==> src/include/ext_bus_consts.svh <==
`ifndef EXT_BUS_CONSTS_SVH
`define EXT_BUS_CONSTS_SVH

// Register byte offsets on the configuration bus.
`define REG_CONFIG_OFS 8'h00
`define REG_STATUS_OFS 8'h04
`define REG_ZONE_A_TIMING_OFS 8'h08
`define REG_ZONE_B_TIMING_OFS 8'h0C
`define REG_ZONE_C_TIMING_OFS 8'h10

// Configuration register fields.
`define CFG_DIVIDE_BIT 0
`define CFG_RESET 1'h0

// Status register fields.
`define STAT_HOLD_GRANTED_BIT 0
`define STAT_BUSY_BIT 1
`define STAT_HOLD_REQUEST_BIT 2

// Zone timing register fields and reset value (lead 3, active 7, trail 3, ready ignored, 16-bit).
`define TIM_WIDTH 10
`define TIM_LEAD_MSB 1
`define TIM_LEAD_LSB 0
`define TIM_ACTIVE_MSB 4
`define TIM_ACTIVE_LSB 2
`define TIM_TRAIL_MSB 6
`define TIM_TRAIL_LSB 5
`define TIM_READY_MSB 8
`define TIM_READY_LSB 7
`define TIM_WIDE_BIT 9
`define TIM_RESET 10'h07F

// Ready sampling points, as timing-clock cycles left in the active phase including the current one.
`define READY_SYNC_POINT 3'h2
`define READY_ASYNC_POINT 3'h4

`endif

==> src/include/ext_bus_pkg.sv <==
package ext_bus_pkg;

   typedef enum logic [5:0]
   {
      ST_IDLE = 6'h01,
      ST_ALIGN = 6'h02,
      ST_LEAD = 6'h04,
      ST_ACTIVE = 6'h08,
      ST_TRAIL = 6'h10,
      ST_HOLD = 6'h20
   } bus_state_t;

   typedef enum logic [1:0]
   {
      READY_IGNORE = 2'h0,
      READY_SYNC = 2'h1,
      READY_ASYNC = 2'h2
   } ready_mode_t;

   typedef struct packed
   {
      logic wide;
      logic [1:0] ready_mode;
      logic [1:0] trail;
      logic [2:0] active;
      logic [1:0] lead;
   } zone_timing_t;

   typedef struct packed
   {
      logic [1:0] zone;
      logic write;
      logic [1:0] lanes;
      logic [31:0] addr;
      logic [31:0] wdata;
   } access_req_t;

endpackage : ext_bus_pkg

==> src/verilog/external_bus_unit.sv <==
// Functional notes
// RL1 - Data bus is 32 bits wide; 16-bit mode uses only the lower sixteen lines. Writes in 16-bit mode still drive all 32 lines.
// RL2 - Address is driven at a bus clock rising edge and held until the next access.
// RL3 - Shared low pin is address bit 0 in 16-bit mode, upper write strobe in 32-bit.
// RL4 - Bus clock comes from the timing clock, same rate or halved; same rate after reset.
// RL5 - In 16-bit mode the lower write strobe goes low for every write, shaped per zone.
// RL6 - Read strobe goes low for every read, shaped per zone by lead, active, trail.
// RL7 - Read strobe and lower write strobe are never low together.
// RL8 - Read-not-write is high for reads, low for writes, and rests high.
// RL9 - Each zone select is active only during an access to its own zone.
// RL10 - Each zone samples ready synchronously, asynchronously, or ignores it.
// RL11 - Synchronous ready is sampled one timing cycle before the active phase ends.
// RL12 - Asynchronous ready is sampled three timing cycles before the active phase ends.
// RL13 - Ready low at its sample adds one active cycle and resamples on the next edge.
// RL14 - Ready is sampled at the timing-clock rate whatever the bus clock division.
// RL15 - A hold request releases all pins only after the current access, with none pending.
// RL16 - The hold request is synchronised into the timing clock domain before use.
// RL17 - Hold acknowledge goes low when the bus is released, high once hold is withdrawn.
// RL18 - The external master drives the bus only while hold acknowledge is low.
// RL19 - In divided clock mode an alignment cycle makes accesses start on a rising edge.
// RL20 - Accesses run lead, active, trail; strobes only in active, select spans the access.
//
// Our own choices: the Avalon-MM slave port and the address map.
`timescale 1ns/100ps
`include "ext_bus_consts.svh"

module external_bus_unit
(
   // Clock and reset
   input wire logic i_ref_clk,
   input wire logic i_sys_rst,
   // Avalon-MM configuration slave
   input wire logic [7:0] i_avs_address,
   input wire logic i_avs_read,
   input wire logic i_avs_write,
   input wire logic [31:0] i_avs_writedata,
   input wire logic [3:0] i_avs_byteenable,
   output logic [31:0] o_avs_readdata,
   output logic o_avs_waitrequest,
   // Access request port
   input wire logic i_acc_valid,
   input wire ext_bus_pkg::access_req_t i_acc,
   output logic o_acc_ready,
   output logic [31:0] o_acc_rdata,
   output logic o_acc_rdata_valid,
   // External data bus
   input wire logic [31:0] i_ext_data_bus,
   output logic [31:0] o_ext_data_bus,
   output logic o_ext_data_bus_oe_n,
   // External address, strobes and clock
   output logic [31:1] o_ext_address_bus,
   output logic o_low_address_bit_upper_write_strobe_n,
   output logic o_lower_write_strobe_n,
   output logic o_read_strobe_n,
   output logic o_read_not_write,
   output logic o_bus_output_clock,
   output logic o_bus_pins_oe_n,
   // Zone selects
   output logic o_zone_a_select_n,
   output logic o_zone_b_select_n,
   output logic o_zone_c_select_n,
   // Ready and hold handshakes
   input wire logic i_peripheral_ready,
   input wire logic i_bus_hold_request_n,
   output logic o_bus_hold_ack_n
);
   import ext_bus_pkg::*;

   logic output_clock_divide_select;
   zone_timing_t zone_timing_register [0:2];
   logic tick_phase;
   logic tick;
   logic hold_meta_n;
   logic hold_sync_n;
   logic hold_req;
   bus_state_t state;
   access_req_t cur;
   zone_timing_t cur_tim;
   logic [2:0] cnt;
   logic take;
   logic [31:0] next_readdata;
   logic [3:0] upd_lanes;

   function automatic logic [2:0] phase_len(input logic [2:0] val);
      // A programmed zero would make a phase vanish, so it runs as one cycle.
      phase_len = (val == 3'h0) ? 3'h1 : val;
   endfunction : phase_len

   function automatic zone_timing_t merge_timing(input zone_timing_t old, input logic [31:0] wd,
                                                 input logic [3:0] be);
      logic [`TIM_WIDTH-1:0] res;
      res = old;
      if (be[0])
      begin
         res[7:0] = wd[7:0];
      end
      if (be[1])
      begin
         res[`TIM_WIDTH-1:8] = wd[`TIM_WIDTH-1:8];
      end
      merge_timing = res;
   endfunction : merge_timing

   // The internal timing clock is a one-cycle enable at half the reference rate.
   always_ff @(posedge i_ref_clk)
   begin
      if (i_sys_rst)
      begin
         tick_phase <= 1'b0;
      end
      else
      begin
         tick_phase <= ~tick_phase;
      end
   end

   assign tick = tick_phase;

   // The bus clock rises at the same edge as each timing tick; halved mode toggles on ticks only.
   always_ff @(posedge i_ref_clk)
   begin
      if (i_sys_rst)
      begin
         o_bus_output_clock <= 1'b0;
      end
      else if (!output_clock_divide_select)
      begin
         o_bus_output_clock <= tick_phase; // RL4
      end
      else if (tick)
      begin
         o_bus_output_clock <= ~o_bus_output_clock; // RL4
      end
   end

   // Hold request synchroniser.
   always_ff @(posedge i_ref_clk)
   begin
      if (i_sys_rst)
      begin
         hold_meta_n <= 1'b1;
         hold_sync_n <= 1'b1;
      end
      else
      begin
         hold_meta_n <= i_bus_hold_request_n; // RL16
         hold_sync_n <= hold_meta_n; // RL16
      end
   end

   assign hold_req = ~hold_sync_n;

   // Requests are offered only in the cycle that ends with a timing tick, while idle.
   always_ff @(posedge i_ref_clk)
   begin
      if (i_sys_rst)
      begin
         o_acc_ready <= 1'b0;
      end
      else
      begin
         o_acc_ready <= !tick_phase && (state == ST_IDLE) && !hold_req; // RL15
      end
   end

   assign take = i_acc_valid && o_acc_ready;

   // Access sequencer.
   always_ff @(posedge i_ref_clk)
   begin
      if (i_sys_rst)
      begin
         state <= ST_IDLE;
         cur <= '0;
         cur_tim <= zone_timing_t'(`TIM_RESET);
         cnt <= 3'h0;
         o_ext_address_bus <= '0;
         o_low_address_bit_upper_write_strobe_n <= 1'b0;
         o_lower_write_strobe_n <= 1'b1;
         o_read_strobe_n <= 1'b1;
         o_read_not_write <= 1'b1;
         o_ext_data_bus <= '0;
         o_ext_data_bus_oe_n <= 1'b1;
         o_bus_pins_oe_n <= 1'b0;
         o_bus_hold_ack_n <= 1'b1;
         o_zone_a_select_n <= 1'b1;
         o_zone_b_select_n <= 1'b1;
         o_zone_c_select_n <= 1'b1;
         o_acc_rdata <= '0;
         o_acc_rdata_valid <= 1'b0;
      end
      else
      begin
         o_acc_rdata_valid <= 1'b0;
         if (tick)
         begin
            case (state)
               ST_IDLE:
               begin
                  if (take)
                  begin
                     cur <= i_acc;
                     cur_tim <= zone_timing_register[(i_acc.zone == 2'h3) ? 2'h2 : i_acc.zone];
                     // A halved bus clock that is already high would make this edge a falling one.
                     if (output_clock_divide_select && o_bus_output_clock)
                     begin
                        state <= ST_ALIGN; // RL19
                     end
                     else
                     begin
                        state <= ST_LEAD;
                     end
                  end
                  else if (hold_req)
                  begin
                     o_bus_pins_oe_n <= 1'b1; // RL15
                     o_ext_data_bus_oe_n <= 1'b1; // RL15
                     state <= ST_HOLD;
                  end
               end
               ST_ALIGN:
               begin
                  state <= ST_LEAD; // RL19
               end
               ST_LEAD:
               begin
                  if (cnt == 3'h1)
                  begin
                     cnt <= phase_len(cur_tim.active);
                     o_read_strobe_n <= cur.write; // RL6 RL7
                     if (cur.write)
                     begin
                        o_lower_write_strobe_n <= cur_tim.wide ? ~cur.lanes[0] : 1'b0; // RL5 RL7
                        if (cur_tim.wide)
                        begin
                           o_low_address_bit_upper_write_strobe_n <= ~cur.lanes[1]; // RL3
                        end
                     end
                     state <= ST_ACTIVE; // RL20
                  end
                  else
                  begin
                     cnt <= cnt - 3'h1;
                  end
               end
               ST_ACTIVE:
               begin
                  // A low ready at the sample point freezes the count, adding one cycle per low sample.
                  if ((ready_mode_t'(cur_tim.ready_mode) == READY_SYNC) && (cnt == `READY_SYNC_POINT) &&
                      !i_peripheral_ready)
                  begin
                     cnt <= cnt; // RL10 RL11 RL13 RL14
                  end
                  else if ((ready_mode_t'(cur_tim.ready_mode) == READY_ASYNC) && (cnt == `READY_ASYNC_POINT) &&
                           !i_peripheral_ready)
                  begin
                     cnt <= cnt; // RL10 RL12 RL13 RL14
                  end
                  else if (cnt == 3'h1)
                  begin
                     cnt <= phase_len({1'b0, cur_tim.trail});
                     o_read_strobe_n <= 1'b1; // RL20
                     o_lower_write_strobe_n <= 1'b1; // RL20
                     if (cur_tim.wide)
                     begin
                        o_low_address_bit_upper_write_strobe_n <= 1'b1; // RL3
                     end
                     if (!cur.write)
                     begin
                        o_acc_rdata <= cur_tim.wide ? i_ext_data_bus : {16'h0000, i_ext_data_bus[15:0]}; // RL1
                        o_acc_rdata_valid <= 1'b1;
                     end
                     state <= ST_TRAIL; // RL20
                  end
                  else
                  begin
                     cnt <= cnt - 3'h1;
                  end
               end
               ST_TRAIL:
               begin
                  if (cnt == 3'h1)
                  begin
                     o_zone_a_select_n <= 1'b1; // RL9
                     o_zone_b_select_n <= 1'b1; // RL9
                     o_zone_c_select_n <= 1'b1; // RL9
                     o_read_not_write <= 1'b1; // RL8
                     o_ext_data_bus_oe_n <= 1'b1;
                     state <= ST_IDLE;
                  end
                  else
                  begin
                     cnt <= cnt - 3'h1;
                  end
               end
               ST_HOLD:
               begin
                  if (!hold_req)
                  begin
                     o_bus_hold_ack_n <= 1'b1; // RL17
                     o_bus_pins_oe_n <= 1'b0;
                     state <= ST_IDLE;
                  end
                  else
                  begin
                     o_bus_hold_ack_n <= 1'b0; // RL17 RL18
                  end
               end
               default:
               begin
                  state <= ST_IDLE;
               end
            endcase
            // Entry into the lead phase: address, select, direction and write data all launch here.
            if (((state == ST_IDLE) && take && !(output_clock_divide_select && o_bus_output_clock)) ||
                (state == ST_ALIGN))
            begin
               if (state == ST_IDLE)
               begin
                  o_ext_address_bus <= i_acc.addr[31:1]; // RL2
                  o_low_address_bit_upper_write_strobe_n <=
                     zone_timing_register[(i_acc.zone == 2'h3) ? 2'h2 : i_acc.zone].wide ? 1'b1 : i_acc.addr[0]; // RL3
                  o_read_not_write <= ~i_acc.write; // RL8
                  o_zone_a_select_n <= (i_acc.zone != 2'h0); // RL9
                  o_zone_b_select_n <= (i_acc.zone != 2'h1); // RL9
                  o_zone_c_select_n <= (i_acc.zone != 2'h2); // RL9
                  o_ext_data_bus <= i_acc.wdata; // RL1
                  o_ext_data_bus_oe_n <= ~i_acc.write;
                  cnt <= phase_len({1'b0, zone_timing_register[(i_acc.zone == 2'h3) ? 2'h2 : i_acc.zone].lead});
               end
               else
               begin
                  o_ext_address_bus <= cur.addr[31:1]; // RL2
                  o_low_address_bit_upper_write_strobe_n <= cur_tim.wide ? 1'b1 : cur.addr[0]; // RL3
                  o_read_not_write <= ~cur.write; // RL8
                  o_zone_a_select_n <= (cur.zone != 2'h0); // RL9
                  o_zone_b_select_n <= (cur.zone != 2'h1); // RL9
                  o_zone_c_select_n <= (cur.zone != 2'h2); // RL9
                  o_ext_data_bus <= cur.wdata; // RL1
                  o_ext_data_bus_oe_n <= ~cur.write;
                  cnt <= phase_len({1'b0, cur_tim.lead});
               end
            end
         end
      end
   end

   // Register writes take effect at the edge where waitrequest is seen low.
   assign upd_lanes = (i_avs_write && !o_avs_waitrequest) ? i_avs_byteenable : 4'h0;

   always_ff @(posedge i_ref_clk)
   begin
      if (i_sys_rst)
      begin
         output_clock_divide_select <= `CFG_RESET; // RL4
         zone_timing_register[0] <= zone_timing_t'(`TIM_RESET);
         zone_timing_register[1] <= zone_timing_t'(`TIM_RESET);
         zone_timing_register[2] <= zone_timing_t'(`TIM_RESET);
      end
      else if (i_avs_address == `REG_CONFIG_OFS)
      begin
         if (upd_lanes[0])
         begin
            output_clock_divide_select <= i_avs_writedata[`CFG_DIVIDE_BIT]; // RL4
         end
      end
      else if (i_avs_address == `REG_ZONE_A_TIMING_OFS)
      begin
         zone_timing_register[0] <= merge_timing(zone_timing_register[0], i_avs_writedata, upd_lanes);
      end
      else if (i_avs_address == `REG_ZONE_B_TIMING_OFS)
      begin
         zone_timing_register[1] <= merge_timing(zone_timing_register[1], i_avs_writedata, upd_lanes);
      end
      else if (i_avs_address == `REG_ZONE_C_TIMING_OFS)
      begin
         zone_timing_register[2] <= merge_timing(zone_timing_register[2], i_avs_writedata, upd_lanes);
      end
   end

   always_comb
   begin
      next_readdata = 32'h00000000;
      if (i_avs_address == `REG_CONFIG_OFS)
      begin
         next_readdata[`CFG_DIVIDE_BIT] = output_clock_divide_select;
      end
      else if (i_avs_address == `REG_STATUS_OFS)
      begin
         next_readdata[`STAT_HOLD_GRANTED_BIT] = ~o_bus_hold_ack_n;
         next_readdata[`STAT_BUSY_BIT] = (state != ST_IDLE) && (state != ST_HOLD);
         next_readdata[`STAT_HOLD_REQUEST_BIT] = hold_req;
      end
      else if (i_avs_address == `REG_ZONE_A_TIMING_OFS)
      begin
         next_readdata[`TIM_WIDTH-1:0] = zone_timing_register[0];
      end
      else if (i_avs_address == `REG_ZONE_B_TIMING_OFS)
      begin
         next_readdata[`TIM_WIDTH-1:0] = zone_timing_register[1];
      end
      else if (i_avs_address == `REG_ZONE_C_TIMING_OFS)
      begin
         next_readdata[`TIM_WIDTH-1:0] = zone_timing_register[2];
      end
   end

   // Every access is answered one cycle after it is presented; unmapped offsets read zero.
   always_ff @(posedge i_ref_clk)
   begin
      if (i_sys_rst)
      begin
         o_avs_waitrequest <= 1'b1;
         o_avs_readdata <= 32'h00000000;
      end
      else if (o_avs_waitrequest && (i_avs_read || i_avs_write))
      begin
         o_avs_waitrequest <= 1'b0;
         o_avs_readdata <= next_readdata;
      end
      else
      begin
         o_avs_waitrequest <= 1'b1;
      end
   end

endmodule : external_bus_unit

==> config.mk <==
export PLATFORM = sky130hd
export DESIGN_NAME = external_bus_unit
export DESIGN_NICKNAME = d
export VERILOG_FILES = /design/src/include/ext_bus_pkg.sv /design/src/verilog/external_bus_unit.sv
export VERILOG_INCLUDE_DIRS = /design/src /design/src/include
export SDC_FILE = /design/constraint.sdc
export NUM_CORES = 1
export LEC_CHECK = 0
export ABC_AREA = 1
export BUFFER_PORTS_ARGS = -buffer_cell sky130_fd_sc_hd__buf_4
export CORE_ASPECT_RATIO = 2
export CORE_MARGIN = 8
export CORE_UTILIZATION = 49
export CTS_BUF_LIST = sky130_fd_sc_hd__clkbuf_4
export DETAILED_ROUTE_END_ITERATION = 6
export PLACE_DENSITY = 0.76
export SETUP_SLACK_MARGIN = 0.05
export SLEW_MARGIN = 10
export SYNTH_ARGS = -nofsm -noshare
export SYNTH_HDL_FRONTEND = slang
export SYNTH_SLANG_ARGS = --single-unit
==> constraint.sdc <==
create_clock -name i_ref_clk -period 1.9 [get_ports i_ref_clk]
set_clock_uncertainty 0.15 [all_clocks]
set_input_delay 0.19 -clock i_ref_clk [delete_from_list [all_inputs] [get_ports i_ref_clk]]
set_output_delay 0.19 -clock i_ref_clk [all_outputs]
set_load 0.1 [all_outputs]
==> flow_summary_export.csv, run 1 <==
group,metric,value,unit
setup_path,slowest_delay,0.55,ns
grt,antenna_found_initial,4,
floorplanning,ios,293,
grt,gr-usage-all-layers,0.256,
synth,synth_edf_count,30,
flow_run,max_cap_violations,0,
clocking,clk_latency,0.69,ns
setup_path,path_max_fanout,9,
timing,period_needed,1.98,ns
floorplanning,num_rows,75,
status,outcome,"complete, but fails checks",
final_layout,fill_cells,1393,
placement,io_buffers,246,
synth,ys_async_sr_fraction,0,
timing,max_slew.worst_pin.slew,0.506,ns
detailed_routing,firstDrtPassIters,5,
timing,hold_viol_final,0,
floorplanning,die_x,119,um
timing,rsz0062_at_grt,"true",
timing,maxSlewViolCount,0,
setup_path,path_cells,"dlygate4sd3_1, buf_4, nor2_2, nand3_1, nor2_1, inv_1, nand3_1, nand2_1, buf_4, buf_4, nor2_1",
floorplanning,die_h,223,um
placement,dp.cells,1889,
synth,synth_cell_types,37,
floorplanning,core,20900,um2
detailed_routing,num_vias,11800,
grt,gr-total-overflow,0,
synth,ys.flop_type,"dfxtp_1",
detailed_routing,viasPerCell,5.45,
detailed_routing,drc_errors,0,
hold_path,min_path_type,"in2reg",
power_and_ir_drop,ir_worst_vdd,0.816,mV
setup_path,crit_slowest_cell,"dlygate4sd3_1",
setup_path,startpoint_type,"primary input",
timing,fmax,506,MHz
synth,syn_inst,1394,
synth,ys_ff_latch,241,
floorplanning,initial_core_util,0.499,
clocking,cts_tree,"done",
timing,fin_hold_ws,0.0987,ns
final_layout,syn_to_final_growth,50.7,%
placement,dp.final_hpwl,22.7,mm
clocking,cts_buffers,54,
final_layout,instances_no_fill,2159,
synth,synth_warnings,0,
clocking,cts.sinks,241,
status,violations,"setup timing",
timing,min_period_over_period,1.04,
timing,final.setup.worst_slack,-0.0753,ns
power_and_ir_drop,leakage,6.99,nW
setup_path,worstPathRequired,2.22,ns
detailed_routing,antenna_left,0,
setup_path,critPathCaptureType,"flop",
power_and_ir_drop,finalPower,13.0,mW
setup_path,worstPathArrival,2.29,ns
placement,place_congestion,0.919,
setup_path,worst-setup-path-type,"in2reg",
clocking,clkTransAtPathRegs,0.07,ns
power_and_ir_drop,cellPowerDensity,823,nW/um2
final_layout,nets,1998,
grt,grt_max_degree,97,
final_layout,drive_gt1_frac,0.283,
detailed_routing,finalWirelength,40.4,mm
detailed_routing,wl_per_cell,18.7,um
floorplanning,dieArea,26500,um2
placement,post-place-ws,-0.0926,ns
clocking,cts_htree_levels,2,
timing,setup_violations,45,
detailed_routing,first_iter_violations,966,
setup_path,cp_common_cell,"buf_4",
synth,synth_area,10500,um2
grt,grt_pass1_wl,55.1,mm
clocking,clockBufferDepth,3,
synth,synth_seq_area_share,0.490,
final_layout,fin_area,15700,um2
grt,first_global_vias,11300,
timing,max_slew_margin,0.662,
clocking,cts_root_buf,"clkbuf_4",
placement,place_area,12800,um2
synth,avgSynthCellArea,7.50,um2
synthesized netlist by cell type (2+ instances only):
library cell | instances | area share
ha_1 | 4 | 0.0048
dfxtp_1 | 211 | 0.40
a22o_1 | 5 | 0.0042
nand3_1 | 69 | 0.033
inv_2 | 2 | 0.00072
o21ai_0 | 167 | 0.080
nor3_1 | 4 | 0.0019
o21ai_1 | 55 | 0.026
buf_4 | 29 | 0.021
buf_1 | 5 | 0.0018
nand2_1 | 212 | 0.076
nor2_4 | 2 | 0.0022
buf_2 | 9 | 0.0043
buf_6 | 7 | 0.0075
a22oi_1 | 2 | 0.0014
edfxtp_1 | 30 | 0.086
a211oi_1 | 17 | 0.012
a21oi_1 | 132 | 0.063
inv_1 | 146 | 0.052
clkbuf_1 | 56 | 0.020
or2_2 | 9 | 0.0054
o211ai_1 | 8 | 0.0057
nand4_1 | 12 | 0.0072
clkinv_1 | 3 | 0.0011
a311oi_1 | 2 | 0.0017
nor2_1 | 185 | 0.066
layout make-up:
class / count / area (um2) / share of cell area
clock buffers: 82 / 616 / 0.0391
repair buffers: 477 / 4390 / 0.279
inverters: 151 / 574 / 0.0365
well taps: 269 / 337 / 0.0214
diodes: 4 / 10.0 / 0.000636
flip-flops and latches: 241 / 5140 / 0.327
multi-input cells: 917 / 4600 / 0.292
clock inverters: 18 / 76.3 / 0.00485
state kept, by name (all words and copies together) (netlist names), 3 cells and up:
register / cells
o_ext_data_bus: 32
o_ext_address_bus: 31
state: 6
zone_timing_register: 30
o_avs_readdata: 10
o_acc_rdata: 32
cur: 69
cnt: 3
cur_tim: 10
placed cells by master (no fill, tap or decap), types with 3 or more instances in the layout:
master           n
nand2_2          4
nand3_1         67
buf_4          309
nor2_2           4
nand4_1         12
or2_2            9
clkinv_1        14
a21oi_2         29
buf_16           3
dfxtp_1        201
conb_1          22
nor3_1           4
a21oi_1         99
clkinv_2         4
nor2_4           6
a211oi_2         6
diode_2          4
a211oi_1        11
inv_1          142
dfxtp_2          8
nand2_4          3
clkbuf_16       12
nand2_1        206
edfxtp_1        30
o211ai_1         8
inv_4            3
a22o_1           5
clkbuf_4        82
o21ai_1         84
buf_6           10
dlygate4sd3_1  128
inv_2            5
a21oi_4          4
o21ai_0        131
nor2_1         178
buf_12          14
o21ai_2          6
path summary, 6_finish.rpt:
path,from,endpoint,slack [ns],depth (start not counted)
setup / recovery,i_avs_address[0],zone_timing_register[0][9]$_SDFFCE_PN0P_,-0.08,11
hold / removal,i_bus_hold_request_n,hold_meta_n$_SDFF_PP1_,0.1,3
setup reg to reg,state[4]$_SDFFE_PP0P_,o_acc_rdata[23]$_SDFFE_PP0P_,-0.03,10
hold reg to reg,hold_meta_n$_SDFF_PP1_,hold_sync_n$_SDFF_PP1_,0.29,1
worst max-delay path, delay by kind of cell:
kind | cells | cell delay [ns]
AND/OR/NAND/NOR | 6 | 0.95
buffers and inverters | 5 | 1.13
metrics by stage:
stage,TNS [ns],utilization
after global placement,-0.439,0.610
after detailed placement,-1.80,0.610
after CTS,0,0.715
final,-1.98,0.753
after floorplan,-1.02,-
after global routing,-1.59,0.753
logic make-up (layout without fill, tap and decap cells):
kind of cell	after synthesis	in the layout	share of synthesized area
AO/OA/AOI/OAI	390	390	0.197
XOR/XNOR	1	1	0.000838
adder cells (fa/ha/maj)	4	4	0.00479
buffers and inverters	257	728	0.109
flip-flops	241	241	0.490
other	1	26	0.000359
AND/OR/NAND/NOR	500	500	0.198
what timing repair did:
action | 4_1_cts | 5_1_grt
hold buffers | 128 | 1
setup buffers | 10 | 10
setup endpoints to repair | 136 | 208
resized for setup | 17 | 130
hold endpoints to repair | 254 | 1
cloned | 3 | 16
pin swaps | 2 | 23
layer usage:
layer | share of wire | global-route usage | wire, um | vias to the layer above
li1 | - | - | - | 5472
met1 | 0.32 | 0.223 | 13100 | 5457
met4 | 0.089 | 0.250 | 3610 | 0
met3 | 0.068 | 0.0597 | 2730 | 200
met2 | 0.52 | 0.461 | 21000 | 627
met5 | 0 | 0 | 0 | -
where the power goes:
group	switching, mW	leakage, nW	internal (mW)	total [mW]
logic	2.22	4.56	1.12	3.34
registers	0.137	2.01	5.37	5.51
clock network	2.13	0.416	1.98	4.11
No activity file was read; power rests on OpenSTA's default activity.
==> run 2: changes to the inputs <==
--- a/config.mk
+++ b/config.mk
@@ -14,6 +14,7 @@
 export CTS_BUF_LIST = sky130_fd_sc_hd__clkbuf_4
 export DETAILED_ROUTE_END_ITERATION = 6
 export PLACE_DENSITY = 0.76
+export REMOVE_ABC_BUFFERS = 1
 export SETUP_SLACK_MARGIN = 0.05
 export SLEW_MARGIN = 10
 export SYNTH_ARGS = -nofsm -noshare
==> flow_summary_export.csv, run 2 (synthesis gave the netlist of run 1 again) <==
group,metric,value,unit
power_and_ir_drop,ir_worst_vdd,0.593,mV
detailed_routing,finalWirelength,35.5,mm
timing,hold_viol_final,0,
setup_path,path_max_fanout,15,
setup_path,crit_slowest_cell,"dfxtp_2",
floorplanning,ios,293,
clocking,cts.sinks,241,
setup_path,worstPathArrival,2.31,ns
clocking,cts_buffers,53,
timing,fin_hold_ws,0.0606,ns
timing,setup_violations,0,
power_and_ir_drop,clockPowerShare,0.294,
final_layout,utilization,0.732,
detailed_routing,firstDrtPassIters,5,
setup_path,reg2reg_slack,0.04,ns
detailed_routing,antenna_left,0,
setup_path,path_cells,"nor2_2, buf_6, nand3_4, buf_4, nor3_4, buf_12, buf_4, clkbuf_16, a21oi_1, o21ai_0",
final_layout,fill_cells,1575,
detailed_routing,num_vias,11100,
setup_path,worstPathRequired,2.35,ns
detailed_routing,drc_errors,0,
floorplanning,dieArea,26500,um2
power_and_ir_drop,cellPowerDensity,813,nW/um2
detailed_routing,wl_per_cell,16.6,um
final_layout,drive_gt1_frac,0.274,
placement,dp.final_hpwl,22.6,mm
flow_run,max_cap_violations,0,
final_layout,instances_no_fill,2130,
clocking,cts_tree,"done",
grt,grt_pass1_wl,54.0,mm
grt,gr-usage-all-layers,0.248,
timing,max_slew_margin,0.595,
final_layout,top_register,"cur",
power_and_ir_drop,finalPower,12.5,mW
floorplanning,core,20900,um2
placement,place_congestion,0.921,
clocking,clkTransAtPathRegs,0.07,ns
setup_path,r2r-start,"state[2]$_SDFFE_PP0P_",
floorplanning,initial_core_util,0.499,
placement,io_buffers,246,
final_layout,final_common_cell,"buf_4",
setup_path,cp_top_family,"buffers and inverters",
setup_path,cp_common_cell,"buf_4",
setup_path,reg2reg_to,"cur_tim[1]$_SDFFE_PP1P_",
power_and_ir_drop,power_frac_seq,0.442,
floorplanning,die_x,119,um
grt,first_global_vias,11000,
hold_path,min_path_type,"in2reg",
setup_path,reg2regPathDepth,10,
floorplanning,die_h,223,um
power_and_ir_drop,p_sw,4.29,mW
final_layout,top_regs,"cur (69), o_acc_rdata (32), o_ext_data_bus (32)",
clocking,cts_root_buf,"clkbuf_4",
final_layout,largest_reg_flops,69,
power_and_ir_drop,leakage,6.86,nW
setup_path,startpoint_type,"flop",
placement,dp.cells,1896,
clocking,clockBufferDepth,3,
power_and_ir_drop,internal_power,8.16,mW
final_layout,nets,1986,
timing,fmax,539,MHz
grt,gr-total-overflow,0,
status,outcome,"finished clean",
clocking,clk_latency,0.68,ns
setup_path,worst-setup-path-type,"reg2reg",
final_layout,syn_to_final_growth,46.6,%
detailed_routing,first_iter_violations,496,
timing,max_slew.worst_pin.slew,0.607,ns
setup_path,critPathCaptureType,"flop",
setup_path,slowest_delay,0.33,ns
clocking,cts_htree_levels,2,
hold_path,hold_path_startpoint,"i_avs_address[7]",
detailed_routing,viasPerCell,5.21,
timing,maxSlewViolCount,0,
power_and_ir_drop,power_frac_comb,0.264,
timing,period_needed,1.86,ns
setup_path,critPathBufInv,5,
hold_path,hold_path_depth,8,
timing,rsz0062_at_grt,"true",
floorplanning,num_rows,75,
hold_path,whs_endpoint,"output_clock_divide_select$_SDFFE_PP0P_",
grt,grt_max_degree,91,
power_and_ir_drop,switching_share,0.345,
timing,min_period_over_period,0.977,
final_layout,mostFrequentLayoutCells,"buf_4, dfxtp_1, nand2_1",
grt,antenna_found_initial,1,
run 2: layout make-up:
type,instances,area (um2),share of cell area
sequential,241,5130,0.335
multi-input combinational,917,4550,0.297
antenna,1,2.50,0.000163
clock buffer,69,518,0.0338
timing repair buffer,466,4130,0.270
clock inverter,16,75.1,0.00490
inverter,151,578,0.0377
tap,269,337,0.0220
run 2: metal layers:
metal / GRT usage / wire length [um] / up-vias
met1: 0.233 / 12000 / 5131
met3: 0.0643 / 2260 / 133
met5: 0 / 0 / -
met2: 0.451 / 18900 / 424
li1: - / - / 5418
met4: 0.182 / 2240 / 0
run 2: tightest hold or removal path: stages:
cell and delay (ns):
buf_4 0.09, nor2_1 0.04, nand3_1 0.14, buf_4 0.15
nor2_2 0.04, nand2_1 0.05, nand2_1 0.04, a21oi_1 0.11
run 2: repair_timing:
item,4_1_cts,5_1_grt
setup buffers,8,8
pin swaps,5,13
setup endpoints to repair,168,192
gates resized for setup,17,107
hold buffers,126,0
endpoints found under the hold margin,238,0
cloned,1,5
run 2: power groups by stage:
stage	Clock (mW)	Combinational [mW]	Sequential (mW)
2_1_floorplan	0	1.17	6.24
3_3_place_gp	0	2.77	5.60
3_5_place_dp	0	2.80	5.61
4_1_cts	3.75	3.06	5.50
5_1_grt	3.96	3.51	5.53
6_report	3.66	3.29	5.51
run 2: how the worst max path moves through the flow:
| stage | from | end | slack (ns) | depth (start not counted) |
|---|---|---|---|---|
| floorplan | state[2]$_SDFFE_PP0P_ | cur_tim[7]$_SDFFE_PP0P_ | -4.39 | 4 |
| global placement | i_avs_address[1] | zone_timing_register[0][6]$_SDFFCE_PN1P_ | -0.08 | 7 |
| detailed placement | i_avs_address[1] | zone_timing_register[0][7]$_SDFFCE_PN0P_ | -0.14 | 7 |
| CTS | state[0]$_SDFFE_PP1P_ | o_acc_rdata[3]$_SDFFE_PP0P_ | 0.04 | 8 |
| global route | state[2]$_SDFFE_PP0P_ | cur[35]$_SDFFE_PP0P_ | -0.04 | 9 |
| finish | state[2]$_SDFFE_PP0P_ | cur_tim[1]$_SDFFE_PP1P_ | 0.04 | 10 |
run 2: metrics by stage:
stage               setup TNS [ns]  worst slack [ns]  area [um2]
detailed placement           -5.81            -0.137       12800
floorplan                  -633.32             -4.39        9960
CTS                              0            0.0370       14800
global placement             -1.98           -0.0809       12800
finish                           0            0.0430       15300
global route                 -1.22           -0.0443       15300
